$ cat src/common/serial_rx_consts.vh
// constants for the serial receive and error-flag block
// assumes a 32-bit register port with word-aligned byte addresses
`ifndef SERIAL_RX_CONSTS_VH
`define SERIAL_RX_CONSTS_VH
// register byte addresses
`define A_STATUS 8'h00
`define A_RXBUF 8'h04
`define A_MODE0 8'h08
`define A_MODE2 8'h0c
`define A_FIFO 8'h10
`define A_CLK 8'h14
// serial_control_status fields
`define CS_OVR 0
`define CS_PUR 1
`define CS_FRM 2
`define CS_RB8 4
`define CS_CLKDIR 5
`define CS_EDGE 6
// mode_control_zero fields
`define M0_RXE 0
`define M0_UART 1
`define M0_NINE 2
`define M0_PAR 3
`define M0_ODD 4
`define M0_WU 5
// mode_control_two fields
`define M2_DBUF 0
`define M2_FULL 1
// fifo_config fields
`define FC_EN 0
`define FC_AUTO 1
`define FC_DPX 2
`define FC_RFIS 3
`define FC_LVL_LO 4
`define FC_LVL_HI 6
// reset values
`define RST_M0 6'h00
`define RST_DIV 8'h00
`define RST_LVL 3'h1
// receive counter and frame figures
`define CNT_S1 4'h7
`define CNT_S2 4'h8
`define CNT_S3 4'h9
`define BIT_LAST8 4'h7
`define BIT_LAST9 4'h8
`define FIFO_FULL_CAP 3'h4
`define FIFO_DUP_CAP 3'h2
`endif

$ cat src/core/serial_rx.v
// receive path and error flags of a uart / clocked shift port
// assumes a register port on i_clk_sys and pins synced here
//
// The register addresses and the strobed register port were chosen for this implementation.
`timescale 1ns/1ps
`default_nettype none
`include "serial_rx_consts.vh"
module serial_rx (
    // clock and reset
    input wire i_clk_sys,
    input wire i_reset,
    // register port
    input wire [7:0] i_addr,
    input wire [31:0] i_wdata,
    input wire i_wr,
    input wire i_rd,
    output reg [31:0] o_rdata,
    // serial pins
    input wire i_rxd,
    input wire i_sclk,
    output wire o_sclk,
    output wire o_sclk_oe,
    // transmit side status and receive interrupt
    input wire i_tx_empty,
    output reg o_rx_irq
);
    localparam U_IDLE = 2'h0;
    localparam U_START = 2'h1;
    localparam U_DATA = 2'h2;
    localparam U_STOP = 2'h3;

    // majority of three samples
    function maj3;
        input a, b, c;
        begin
            maj3 = (a & b) | (a & c) | (b & c);
        end
    endfunction

    integer i;
    reg [5:0] mode0_q;
    reg dbuf_q;
    reg [6:0] fcfg_q;
    reg clkdir_q, edge_q;
    reg [7:0] div_q, dcnt_q;
    reg ovr_q, pur_q, frm_q;
    reg [2:0] rxd_s, sclk_s;
    reg sclk_q, halt_q;
    reg [1:0] ust_q;
    reg [3:0] cnt_q, idx_q;
    reg smp1_q, smp2_q;
    reg [8:0] sh_q, buf_q;
    reg buf_v_q, shf_q;
    reg [7:0] fifo_q [0:3];
    reg [2:0] fcnt_q;

    // configuration decode
    wire rxe = mode0_q[`M0_RXE];
    wire uart = mode0_q[`M0_UART];
    wire nine = mode0_q[`M0_NINE];
    wire par_en = mode0_q[`M0_PAR];
    wire fifo_en = fcfg_q[`FC_EN] & dbuf_q;
    wire auto_dis = fcfg_q[`FC_AUTO];
    wire [2:0] lvl = fcfg_q[`FC_LVL_HI:`FC_LVL_LO];
    wire int_clk = ~uart & ~clkdir_q;
    wire ext_clk = ~uart & clkdir_q;
    wire dbl = uart | clkdir_q | dbuf_q;
    wire [2:0] cap = fcfg_q[`FC_DPX] ? `FIFO_DUP_CAP
                                     : `FIFO_FULL_CAP;
    wire [3:0] last = (nine | par_en) ? `BIT_LAST9 : `BIT_LAST8;

    // serial base clock tick from the system clock
    wire tick = (dcnt_q == div_q);
    always @(posedge i_clk_sys) begin
        if (i_reset || tick)
            dcnt_q <= 8'h00;
        else
            dcnt_q <= dcnt_q + 8'h01;
    end

    // two-flop synchronisers, third stage for edge finding
    always @(posedge i_clk_sys) begin
        if (i_reset) begin
            rxd_s <= 3'h7;
            sclk_s <= 3'h7;
        end else begin
            rxd_s <= {rxd_s[1:0], i_rxd};
            sclk_s <= {sclk_s[1:0], i_sclk};
        end
    end
    wire rxd = rxd_s[1];
    wire sclk_rise = sclk_s[1] & ~sclk_s[2];
    wire sclk_fall = ~sclk_s[1] & sclk_s[2];

    // internal shift clock: runs while enabled and not halted
    wire run = int_clk & rxe & ~halt_q;
    wire own_rise = run & tick & ~sclk_q;
    assign o_sclk = sclk_q;
    assign o_sclk_oe = int_clk;
    always @(posedge i_clk_sys) begin
        if (i_reset)
            sclk_q <= 1'b1;
        else if (run && tick)
            sclk_q <= ~sclk_q;
        else if (!run)
            sclk_q <= 1'b1;
    end

    // clocked-mode sample strobe
    wire smp_io = rxe & (int_clk ? own_rise
                 : ext_clk & (edge_q ? sclk_fall : sclk_rise));

    // uart sampling: bit decided at count nine by majority
    wire maj = maj3(smp1_q, smp2_q, rxd);
    wire dec = uart & rxe & tick & (cnt_q == `CNT_S3) &
               (ust_q != U_IDLE);
    wire u_done = dec & (ust_q == U_STOP);
    wire io_done = smp_io & (idx_q == `BIT_LAST8);
    wire done = u_done | io_done;
    wire [8:0] done_data = uart ? sh_q : {1'b0, rxd, sh_q[6:0]};

    // receive control: counter, start detect, shift register
    always @(posedge i_clk_sys) begin
        if (i_reset) begin
            ust_q <= U_IDLE;
            cnt_q <= 4'h0;
            idx_q <= 4'h0;
            sh_q <= 9'h000;
            smp1_q <= 1'b1;
            smp2_q <= 1'b1;
        end else if (!rxe) begin
            ust_q <= U_IDLE;
            idx_q <= 4'h0;
        end else if (!uart) begin
            ust_q <= U_IDLE;
            if (smp_io) begin
                sh_q[idx_q[2:0]] <= rxd;
                idx_q <= io_done ? 4'h0 : idx_q + 4'h1;
            end
        end else if (tick) begin
            cnt_q <= cnt_q + 4'h1;
            if (cnt_q == `CNT_S1)
                smp1_q <= rxd;
            if (cnt_q == `CNT_S2)
                smp2_q <= rxd;
            case (ust_q)
                U_IDLE: begin
                    cnt_q <= 4'h1;
                    idx_q <= 4'h0;
                    if (!rxd)
                        ust_q <= U_START;
                end
                U_START: begin
                    if (dec)
                        ust_q <= maj ? U_IDLE : U_DATA;
                end
                U_DATA: begin
                    if (dec) begin
                        sh_q[idx_q] <= maj;
                        idx_q <= idx_q + 4'h1;
                        if (idx_q == last)
                            ust_q <= U_STOP;
                    end
                end
                U_STOP: begin
                    if (dec)
                        ust_q <= U_IDLE; // one stop bit only
                end
                default: ust_q <= U_IDLE;
            endcase
        end
    end

    // buffer, fifo movement and read effects
    wire rd_cs = i_rd & (i_addr == `A_STATUS);
    wire rd_buf = i_rd & (i_addr == `A_RXBUF);
    wire pop = rd_buf & fifo_en & (fcnt_q != 3'h0);
    wire clr_rd = rd_buf & ~pop & buf_v_q;
    wire move = fifo_en & buf_v_q & ~clr_rd &
                ((fcnt_q < cap) | pop);
    wire frees = clr_rd | move;
    wire room = ~buf_v_q | frees;
    wire lost = done & ~room & ~int_clk;
    wire hold = done & ~room & int_clk;
    wire [2:0] wr_idx = fcnt_q - {2'b00, pop};
    wire [2:0] fcnt_d = fcnt_q + {2'b00, move} - {2'b00, pop};
    wire all_full = done & ~room & fifo_en & (fcnt_q == cap);

    always @(posedge i_clk_sys) begin
        if (i_reset) begin
            buf_q <= 9'h000;
            buf_v_q <= 1'b0;
            shf_q <= 1'b0;
            fcnt_q <= 3'h0;
        end else begin
            if (done && room) begin
                buf_q <= done_data;
                buf_v_q <= 1'b1;
            end else if (shf_q && room) begin
                buf_q <= sh_q;
                buf_v_q <= 1'b1;
                shf_q <= 1'b0;
            end else if (frees) begin
                buf_v_q <= 1'b0;
            end
            if (hold)
                shf_q <= 1'b1;
            if (!dbl)
                shf_q <= 1'b0;
            fcnt_q <= fcnt_d;
        end
    end

    // fifo storage: head at entry zero, shifts on pop
    always @(posedge i_clk_sys) begin
        for (i = 0; i < 4; i = i + 1) begin
            if (pop && i < 3)
                fifo_q[i] <= fifo_q[i + 1];
            if (move && i == wr_idx)
                fifo_q[i] <= buf_q[7:0];
        end
    end

    // clock halt for internal clock mode
    wire halt_d = int_clk & (dbl ? (shf_q | hold) : (buf_v_q & ~frees)
                  | (done & ~dbl)) | (int_clk & ovr_q);
    wire halt_rise = halt_d & ~halt_q & rxe;
    always @(posedge i_clk_sys) begin
        if (i_reset)
            halt_q <= 1'b0;
        else
            halt_q <= halt_d;
    end

    // error events
    wire par_bad = u_done & par_en & ~nine &
                   ((^sh_q) != mode0_q[`M0_ODD]);
    wire und_ext = ext_clk & dbl & smp_io &
                   (idx_q == 4'h0) & i_tx_empty;
    wire und_int = int_clk & dbl & halt_rise & i_tx_empty;
    wire frm_bad = u_done & ~rxd & ~smp1_q & ~smp2_q |
                   u_done & ~maj;

    // error flags: set wins over the read clear
    always @(posedge i_clk_sys) begin
        if (i_reset) begin
            ovr_q <= 1'b0;
            pur_q <= 1'b0;
            frm_q <= 1'b0;
        end else begin
            ovr_q <= lost | (ovr_q & ~rd_cs);
            pur_q <= par_bad | und_ext | und_int |
                     (pur_q & ~rd_cs);
            frm_q <= uart & (frm_bad | (frm_q & ~rd_cs));
        end
    end

    // receive interrupt
    wire wake_ok = ~(uart & nine & mode0_q[`M0_WU]) |
                   done_data[8];
    wire lvl_ok = fcfg_q[`FC_RFIS] ? (fcnt_d >= lvl) : (fcnt_d == lvl);
    always @(posedge i_clk_sys) begin
        if (i_reset)
            o_rx_irq <= 1'b0;
        else if (fifo_en)
            o_rx_irq <= (done | pop) & lvl_ok;
        else
            o_rx_irq <= done & ~lost & wake_ok;
    end

    // configuration registers and enable auto clear
    wire rxe_clr = (fifo_en & all_full) |
                   (auto_dis & halt_rise);
    always @(posedge i_clk_sys) begin
        if (i_reset) begin
            mode0_q <= `RST_M0;
            dbuf_q <= 1'b0;
            fcfg_q <= {`RST_LVL, 4'h0};
            clkdir_q <= 1'b0;
            edge_q <= 1'b0;
            div_q <= `RST_DIV;
        end else begin
            if (i_wr && i_addr == `A_MODE0)
                mode0_q <= i_wdata[5:0];
            if (i_wr && i_addr == `A_MODE2)
                dbuf_q <= i_wdata[`M2_DBUF];
            if (i_wr && i_addr == `A_FIFO)
                fcfg_q <= i_wdata[6:0];
            if (i_wr && i_addr == `A_STATUS) begin
                clkdir_q <= i_wdata[`CS_CLKDIR];
                edge_q <= i_wdata[`CS_EDGE];
            end
            if (i_wr && i_addr == `A_CLK)
                div_q <= i_wdata[7:0];
            if (rxe_clr)
                mode0_q[`M0_RXE] <= 1'b0;
        end
    end

    // read data, valid only in the cycle after the strobe
    always @(posedge i_clk_sys) begin
        if (i_reset || !i_rd) begin
            o_rdata <= 32'h00000000;
        end else begin
            case (i_addr)
                `A_STATUS: o_rdata <= {25'h0000000, edge_q, clkdir_q,
                                       buf_q[8], 1'b0, frm_q, pur_q,
                                       ovr_q};
                `A_RXBUF: o_rdata <= {24'h000000, (fifo_en &&
                             fcnt_q != 3'h0) ? fifo_q[0] : buf_q[7:0]};
                `A_MODE0: o_rdata <= {26'h0000000, mode0_q};
                `A_MODE2: o_rdata <= {30'h00000000, buf_v_q & dbl,
                                      dbuf_q};
                `A_FIFO: o_rdata <= {22'h000000, fcnt_q, fcfg_q};
                `A_CLK: o_rdata <= {24'h000000, div_q};
                default: o_rdata <= 32'h00000000;
            endcase
        end
    end
endmodule // serial_rx
`default_nettype wire

$ cat config.mk
export PLATFORM = sky130hd
export DESIGN_NAME = serial_rx
export DESIGN_NICKNAME = d
export VERILOG_FILES = /design/src/core/serial_rx.v
export VERILOG_INCLUDE_DIRS = /design/src /design/src/common
export SDC_FILE = /design/constraint.sdc
export NUM_CORES = 1
export LEC_CHECK = 0
export BUFFER_PORTS_ARGS = -buffer_cell sky130_fd_sc_hd__buf_2
export CAP_MARGIN = 15
export CELL_PAD_IN_SITES_DETAIL_PLACEMENT = 1
export CELL_PAD_IN_SITES_GLOBAL_PLACEMENT = 1
export CORE_MARGIN = 5
export CORE_UTILIZATION = 35
export CTS_CLUSTER_SIZE = 28
export DETAILED_ROUTE_END_ITERATION = 16
export PLACE_DENSITY = 0.67
export SYNTH_ARGS = -nofsm -noshare
export SYNTH_HDL_FRONTEND = slang
export SYNTH_SLANG_ARGS = --single-unit
$ cat constraint.sdc
create_clock -name i_clk_sys -period 4.4 [get_ports i_clk_sys]
set_input_delay 0.22 -clock i_clk_sys [delete_from_list [all_inputs] [get_ports i_clk_sys]]
set_output_delay 0.22 -clock i_clk_sys [all_outputs]
set_load 0.005 [all_outputs]
==> flow_summary.html <==
<table>
<tr><th>Metric</th><th>Value</th></tr>
<tr><th colspan="2">Global routing</th></tr>
<tr><td>First-pass GRT wire length</td><td>27.4 mm</td></tr>
<tr><td>Total overflow reported by the global router</td><td>0</td></tr>
<tr><td>Number of antenna violations at the first check in global routing</td><td>0</td></tr>
<tr><td>Vias in the first global route</td><td>slightly above 5k</td></tr>
<tr><td>Maximum number of pins on one net before global-route repair</td><td>roughly 60</td></tr>
<tr><td>Total global-route track usage</td><td>17.1%</td></tr>
<tr><th colspan="2">Synth</th></tr>
<tr><td>Syn Area/Cell</td><td>about 9.6 sq um</td></tr>
<tr><td>Yosys warning count</td><td>0</td></tr>
<tr><td>Share of the yosys chip area belonging to registers</td><td>43.8%</td></tr>
<tr><td>Number of flops mapped to enable cells by yosys</td><td>32</td></tr>
<tr><td>Primary flip-flop cell chosen by synthesis mapping</td><td>sky130_fd_sc_hd__dfxtp_1</td></tr>
<tr><td>Synthesized netlist cell count</td><td>650</td></tr>
<tr><td>Synth Cell Area</td><td>6210 sq um</td></tr>
<tr><td>Count of different cell masters after synthesis</td><td>68</td></tr>
<tr><td>Flip-flop and latch count after synthesis</td><td>120</td></tr>
<tr><td>Fraction of registers with async set/reset</td><td>0%</td></tr>
<tr><th colspan="2">Power</th></tr>
<tr><td>IR drop worst, VDD</td><td>206 uV</td></tr>
<tr><td>Pwr dens</td><td>around 360 nW/um^2</td></tr>
<tr><td>Leakage power figure</td><td>2.67 nW</td></tr>
<tr><th colspan="2">Finish</th></tr>
<tr><td>Commonest non-fill, non-tap cells in the layout</td><td>88 x sky130_fd_sc_hd__dfxtp_1, 76 x sky130_fd_sc_hd__nand2_1, 44 x sky130_fd_sc_hd__nor2_1</td></tr>
<tr><td>FILL cells</td><td>1974</td></tr>
<tr><td>Non-filler instance count after layout</td><td>919</td></tr>
<tr><td>Area growth from synthesis to final layout</td><td>14.6%</td></tr>
<tr><td>Total Nets Final</td><td>746</td></tr>
<tr><td>Commonest non-fill, non-tap cell in the layout</td><td>sky130_fd_sc_hd__dfxtp_1</td></tr>
<tr><td>Layout cells sized above 1</td><td>between 15 and 20%</td></tr>
<tr><td>Number of antenna diodes</td><td>0</td></tr>
<tr><th colspan="2">Die</th></tr>
<tr><td>Number of standard-cell rows in the floorplan</td><td>48</td></tr>
<tr><td>Vert. Die Dim</td><td>143 um</td></tr>
<tr><td>Horizontal die dimension</td><td>143 um</td></tr>
<tr><td>Area of the die</td><td>a little over 20000 sq um</td></tr>
<tr><td>Placeable core area</td><td>17400 sq um</td></tr>
<tr><td>Initial cell density of the core</td><td>35.8%</td></tr>
<tr><td>Top-Level Pins</td><td>82</td></tr>
<tr><th colspan="2">Clock network</th></tr>
<tr><td>Later-pin clock latency in the skew report</td><td>0.42 ns</td></tr>
<tr><td>CTS clock-pin slew for the worst setup and hold paths</td><td>0.06 ns</td></tr>
<tr><td>Buffers from clock root to sink, at most</td><td>2</td></tr>
<tr><td>Num CTS Buffers</td><td>17</td></tr>
<tr><td>Setup Fix Bufs, Post-CTS</td><td>0</td></tr>
<tr><td>CTS Root Buffer Type</td><td>sky130_fd_sc_hd__clkbuf_16</td></tr>
<tr><td>Gates resized, CTS repair</td><td>0</td></tr>
<tr><td>Clk sink count</td><td>120</td></tr>
<tr><td>H-tree level count</td><td>4</td></tr>
<tr><td># hold bufs at CTS</td><td>2</td></tr>
<tr><td>CTS tree</td><td>yes</td></tr>
<tr><th colspan="2">STA</th></tr>
<tr><td>Min Clock Period, post-route</td><td>3.81 ns</td></tr>
<tr><td>Tcrit/Tclk final</td><td>86.6%</td></tr>
<tr><td>Tightest Pin Transition</td><td>0.746 ns</td></tr>
<tr><td>Final Slew Violations</td><td>0</td></tr>
<tr><td>Max Fclk</td><td>approximately 260 MHz</td></tr>
<tr><td>Final setup slack of the worst path</td><td>0.588 ns</td></tr>
<tr><td>Setup repair after global routing missed its margin</td><td>no</td></tr>
<tr><td>Worst slew slack as a fraction of its limit</td><td>49.9%</td></tr>
<tr><td>Final Hold Fails</td><td>0</td></tr>
<tr><td>Sum of negative setup slack</td><td>0 ns</td></tr>
<tr><td>Worst clock skew on the final layout</td><td>0.00908 ns</td></tr>
<tr><td>Final setup violating endpoints</td><td>0</td></tr>
<tr><th colspan="2">Place</th></tr>
<tr><td>Inst Count DP</td><td>886</td></tr>
<tr><td>RePlAce Congestion</td><td>0.862</td></tr>
<tr><td>Half-perimeter wire length after placement</td><td>12.5 mm</td></tr>
<tr><td>Worst setup timing slack at the placement stage</td><td>0.378 ns</td></tr>
<tr><td>Count of buffers inserted at the top-level ports</td><td>35</td></tr>
<tr><th colspan="2">Setup path</th></tr>
<tr><td>R2r endpoint</td><td>o_rx_irq</td></tr>
<tr><td>CP endpoint</td><td>o_rx_irq</td></tr>
<tr><td>Start-to-end type of the worst setup path</td><td>flop to flop</td></tr>
<tr><td>Required time of the worst setup path</td><td>between 4 and 5 ns</td></tr>
<tr><td>Slack of the worst reg-to-reg path</td><td>0.59 ns</td></tr>
<tr><td>Maximum fanout along the worst path</td><td>9</td></tr>
<tr><td>Type of element capturing the critical path</td><td>flop</td></tr>
<tr><td>Logic depth of the worst register-to-register path</td><td>14</td></tr>
<tr><td>Nature of the critical path startpoint</td><td>flop</td></tr>
<tr><td>Source of the critical timing path</td><td>dbuf_q</td></tr>
<tr><td>Critical Path AT</td><td>just over 4 ns</td></tr>
<tr><td>Worst reg2reg path startpoint</td><td>dbuf_q</td></tr>
<tr><th colspan="2">Route</th></tr>
<tr><td>Vias/cell</td><td>5.42</td></tr>
<tr><td>Drt drc</td><td>0</td></tr>
<tr><td>Total vias in the final route</td><td>4980</td></tr>
<tr><td>First-iteration detailed-routing DRC count</td><td>276</td></tr>
<tr><td>Post-DR wirelength/cell</td><td>18.7 um</td></tr>
<tr><td>Post-DRT Antenna Nets</td><td>0</td></tr>
<tr><td>Total detailed-routing wirelength</td><td>17.2 mm</td></tr>
<tr><td>Router iterations before antenna repair</td><td>5</td></tr>
<tr><th colspan="2">Run status</th></tr>
<tr><td>Result of the run</td><td>finished clean</td></tr>
<tr><th colspan="2">Min path</th></tr>
<tr><td>Hold Crit Class</td><td>primary input to flop</td></tr>
<tr><th colspan="2">Job</th></tr>
<tr><td>Count of max-cap constraint violations</td><td>0</td></tr>
</table>
==> per-stage QoR <==
stage	area [sq um]	hold slack (ns)	utilization [%]	power, mW
CTS	7120	0.0412	41.0	2.61
floorplan	6290	0.324	-	1.20
global placement	6500	0.395	37.4	1.21
global route	7120	0.0597	41.0	2.67
finish	7120	0.0519	41.0	2.59
detailed placement	6500	0.398	37.4	1.21
==> worst min path at each step <==
stage	slack, ns	end	cells past startpoint	startpoint
after floorplan	0.32	rxd_s[0]	1	i_rxd
after global placement	0.39	rxd_s[1]	1	rxd_s[0]
after detailed placement	0.40	rxd_s[1]	1	rxd_s[0]
after CTS	0.04	div_q[7]	3	i_wdata[7]
after global routing	0.06	div_q[7]	3	i_wdata[7]
final	0.05	div_q[7]	3	i_wdata[7]
==> registers in the layout, indices dropped and copies added (netlist names), 2 cells and up, named ones only <==
register  flops
fcfg_q        7
o_rdata      10
div_q         8
dcnt_q        8
buf_q         9
cnt_q         4
fcnt_q        3
idx_q         4
fifo_q       32
rxd_s         2
sclk_s        3
mode0_q       6
sh_q          9
==> logic make-up after synthesis <==
family,synth area share [%]
AND/OR/NAND/NOR,20.6
adder cells (fa/ha/maj),3.71
multiplexers,9.55
XOR/XNOR,3.81
buffers and inverters,6.10
other,0.0604
AO/OA/AOI/OAI,12.4
flip-flops,43.8
==> cell type report <==
class                   instances  area [sq um]  share of cell area, %
clock buffers                  25           548                   7.70
clock inverters                 6          57.6                  0.808
repair buffers                 44           248                   3.48
well taps                     225           282                   3.95
inverters                      20          75.1                   1.05
multi-input cells             479          3190                   44.8
flip-flops and latches        120          2720                   38.2
==> Yosys cell counts, types with 3 or more instances <==
| cell type | count | area (sq um) |
|---|---|---|
| sky130_fd_sc_hd__a311oi_1 | 7 | 61.3 |
| sky130_fd_sc_hd__a2bb2oi_1 | 3 | 26.3 |
| sky130_fd_sc_hd__nor2b_1 | 8 | 50.1 |
| sky130_fd_sc_hd__nand2_1 | 76 | 285 |
| sky130_fd_sc_hd__a32oi_1 | 5 | 43.8 |
| sky130_fd_sc_hd__dfxtp_1 | 88 | 1760 |
| sky130_fd_sc_hd__ha_1 | 16 | 200 |
| sky130_fd_sc_hd__xnor2_1 | 18 | 158 |
| sky130_fd_sc_hd__clkbuf_1 | 23 | 86.3 |
| sky130_fd_sc_hd__nand3_1 | 41 | 205 |
| sky130_fd_sc_hd__and3b_1 | 4 | 35.0 |
| sky130_fd_sc_hd__nor2_1 | 44 | 165 |
| sky130_fd_sc_hd__o2111ai_1 | 3 | 26.3 |
| sky130_fd_sc_hd__and2_1 | 5 | 31.3 |
| sky130_fd_sc_hd__nor3_1 | 16 | 80.1 |
| sky130_fd_sc_hd__o21ai_0 | 12 | 60.1 |
| sky130_fd_sc_hd__xor2_1 | 9 | 78.8 |
| sky130_fd_sc_hd__nand4_1 | 10 | 62.6 |
| sky130_fd_sc_hd__or2_2 | 9 | 56.3 |
| sky130_fd_sc_hd__buf_6 | 3 | 33.8 |
| sky130_fd_sc_hd__nand2b_1 | 4 | 25.0 |
| sky130_fd_sc_hd__a222oi_1 | 7 | 70.1 |
| sky130_fd_sc_hd__nand4b_1 | 5 | 43.8 |
| sky130_fd_sc_hd__and3_1 | 9 | 56.3 |
| sky130_fd_sc_hd__a22oi_1 | 4 | 30.0 |
| sky130_fd_sc_hd__inv_1 | 17 | 63.8 |
| sky130_fd_sc_hd__nor4_1 | 4 | 25.0 |
| sky130_fd_sc_hd__a21oi_1 | 40 | 200 |
| sky130_fd_sc_hd__edfxtp_1 | 32 | 961 |
| sky130_fd_sc_hd__clkinv_1 | 3 | 11.3 |
| sky130_fd_sc_hd__mux2_4 | 24 | 360 |
| sky130_fd_sc_hd__mux2i_1 | 21 | 210 |
| sky130_fd_sc_hd__a31oi_1 | 13 | 81.3 |
| sky130_fd_sc_hd__buf_4 | 22 | 165 |
| sky130_fd_sc_hd__buf_2 | 3 | 15.0 |
==> power by group <==
group | internal, mW | total (mW) | switching, mW | leakage, nW
clock | 0.912 | 1.40 | 0.485 | 0.301
combinational | 0.0161 | 0.0572 | 0.0410 | 1.35
sequential | 1.13 | 1.13 | 0.00187 | 1.02
total | 2.06 | 2.59 | 0.528 | 2.67
==> layer usage <==
layer  vias up  part of all wire [%]  global-route usage [%]
met3        20                   4.9                    3.42
li1       2388                     -                       -
met1      2457                    44                    21.6
met5         -                     0                       0
met4         0                   1.6                    6.44
met2       115                    50                    28.9
==> critical path, stage by stage, from the launching register on <==
cell	delay, ns
sky130_fd_sc_hd__dfxtp_1	0.45
sky130_fd_sc_hd__and2_0	0.38
sky130_fd_sc_hd__nand2b_1	0.32
sky130_fd_sc_hd__nor2_1	0.41
sky130_fd_sc_hd__nand2_1	0.17
sky130_fd_sc_hd__o41ai_1	0.12
sky130_fd_sc_hd__ha_1	0.25
sky130_fd_sc_hd__fa_1	0.43
sky130_fd_sc_hd__ha_1	0.30
sky130_fd_sc_hd__nor2b_1	0.13
sky130_fd_sc_hd__o21ai_0	0.15
sky130_fd_sc_hd__nand2_1	0.07
sky130_fd_sc_hd__a221o_1	0.33
sky130_fd_sc_hd__o21ai_0	0.09
sky130_fd_sc_hd__nor4_1	0.06
No activity file was read; power rests on OpenSTA's default activity.
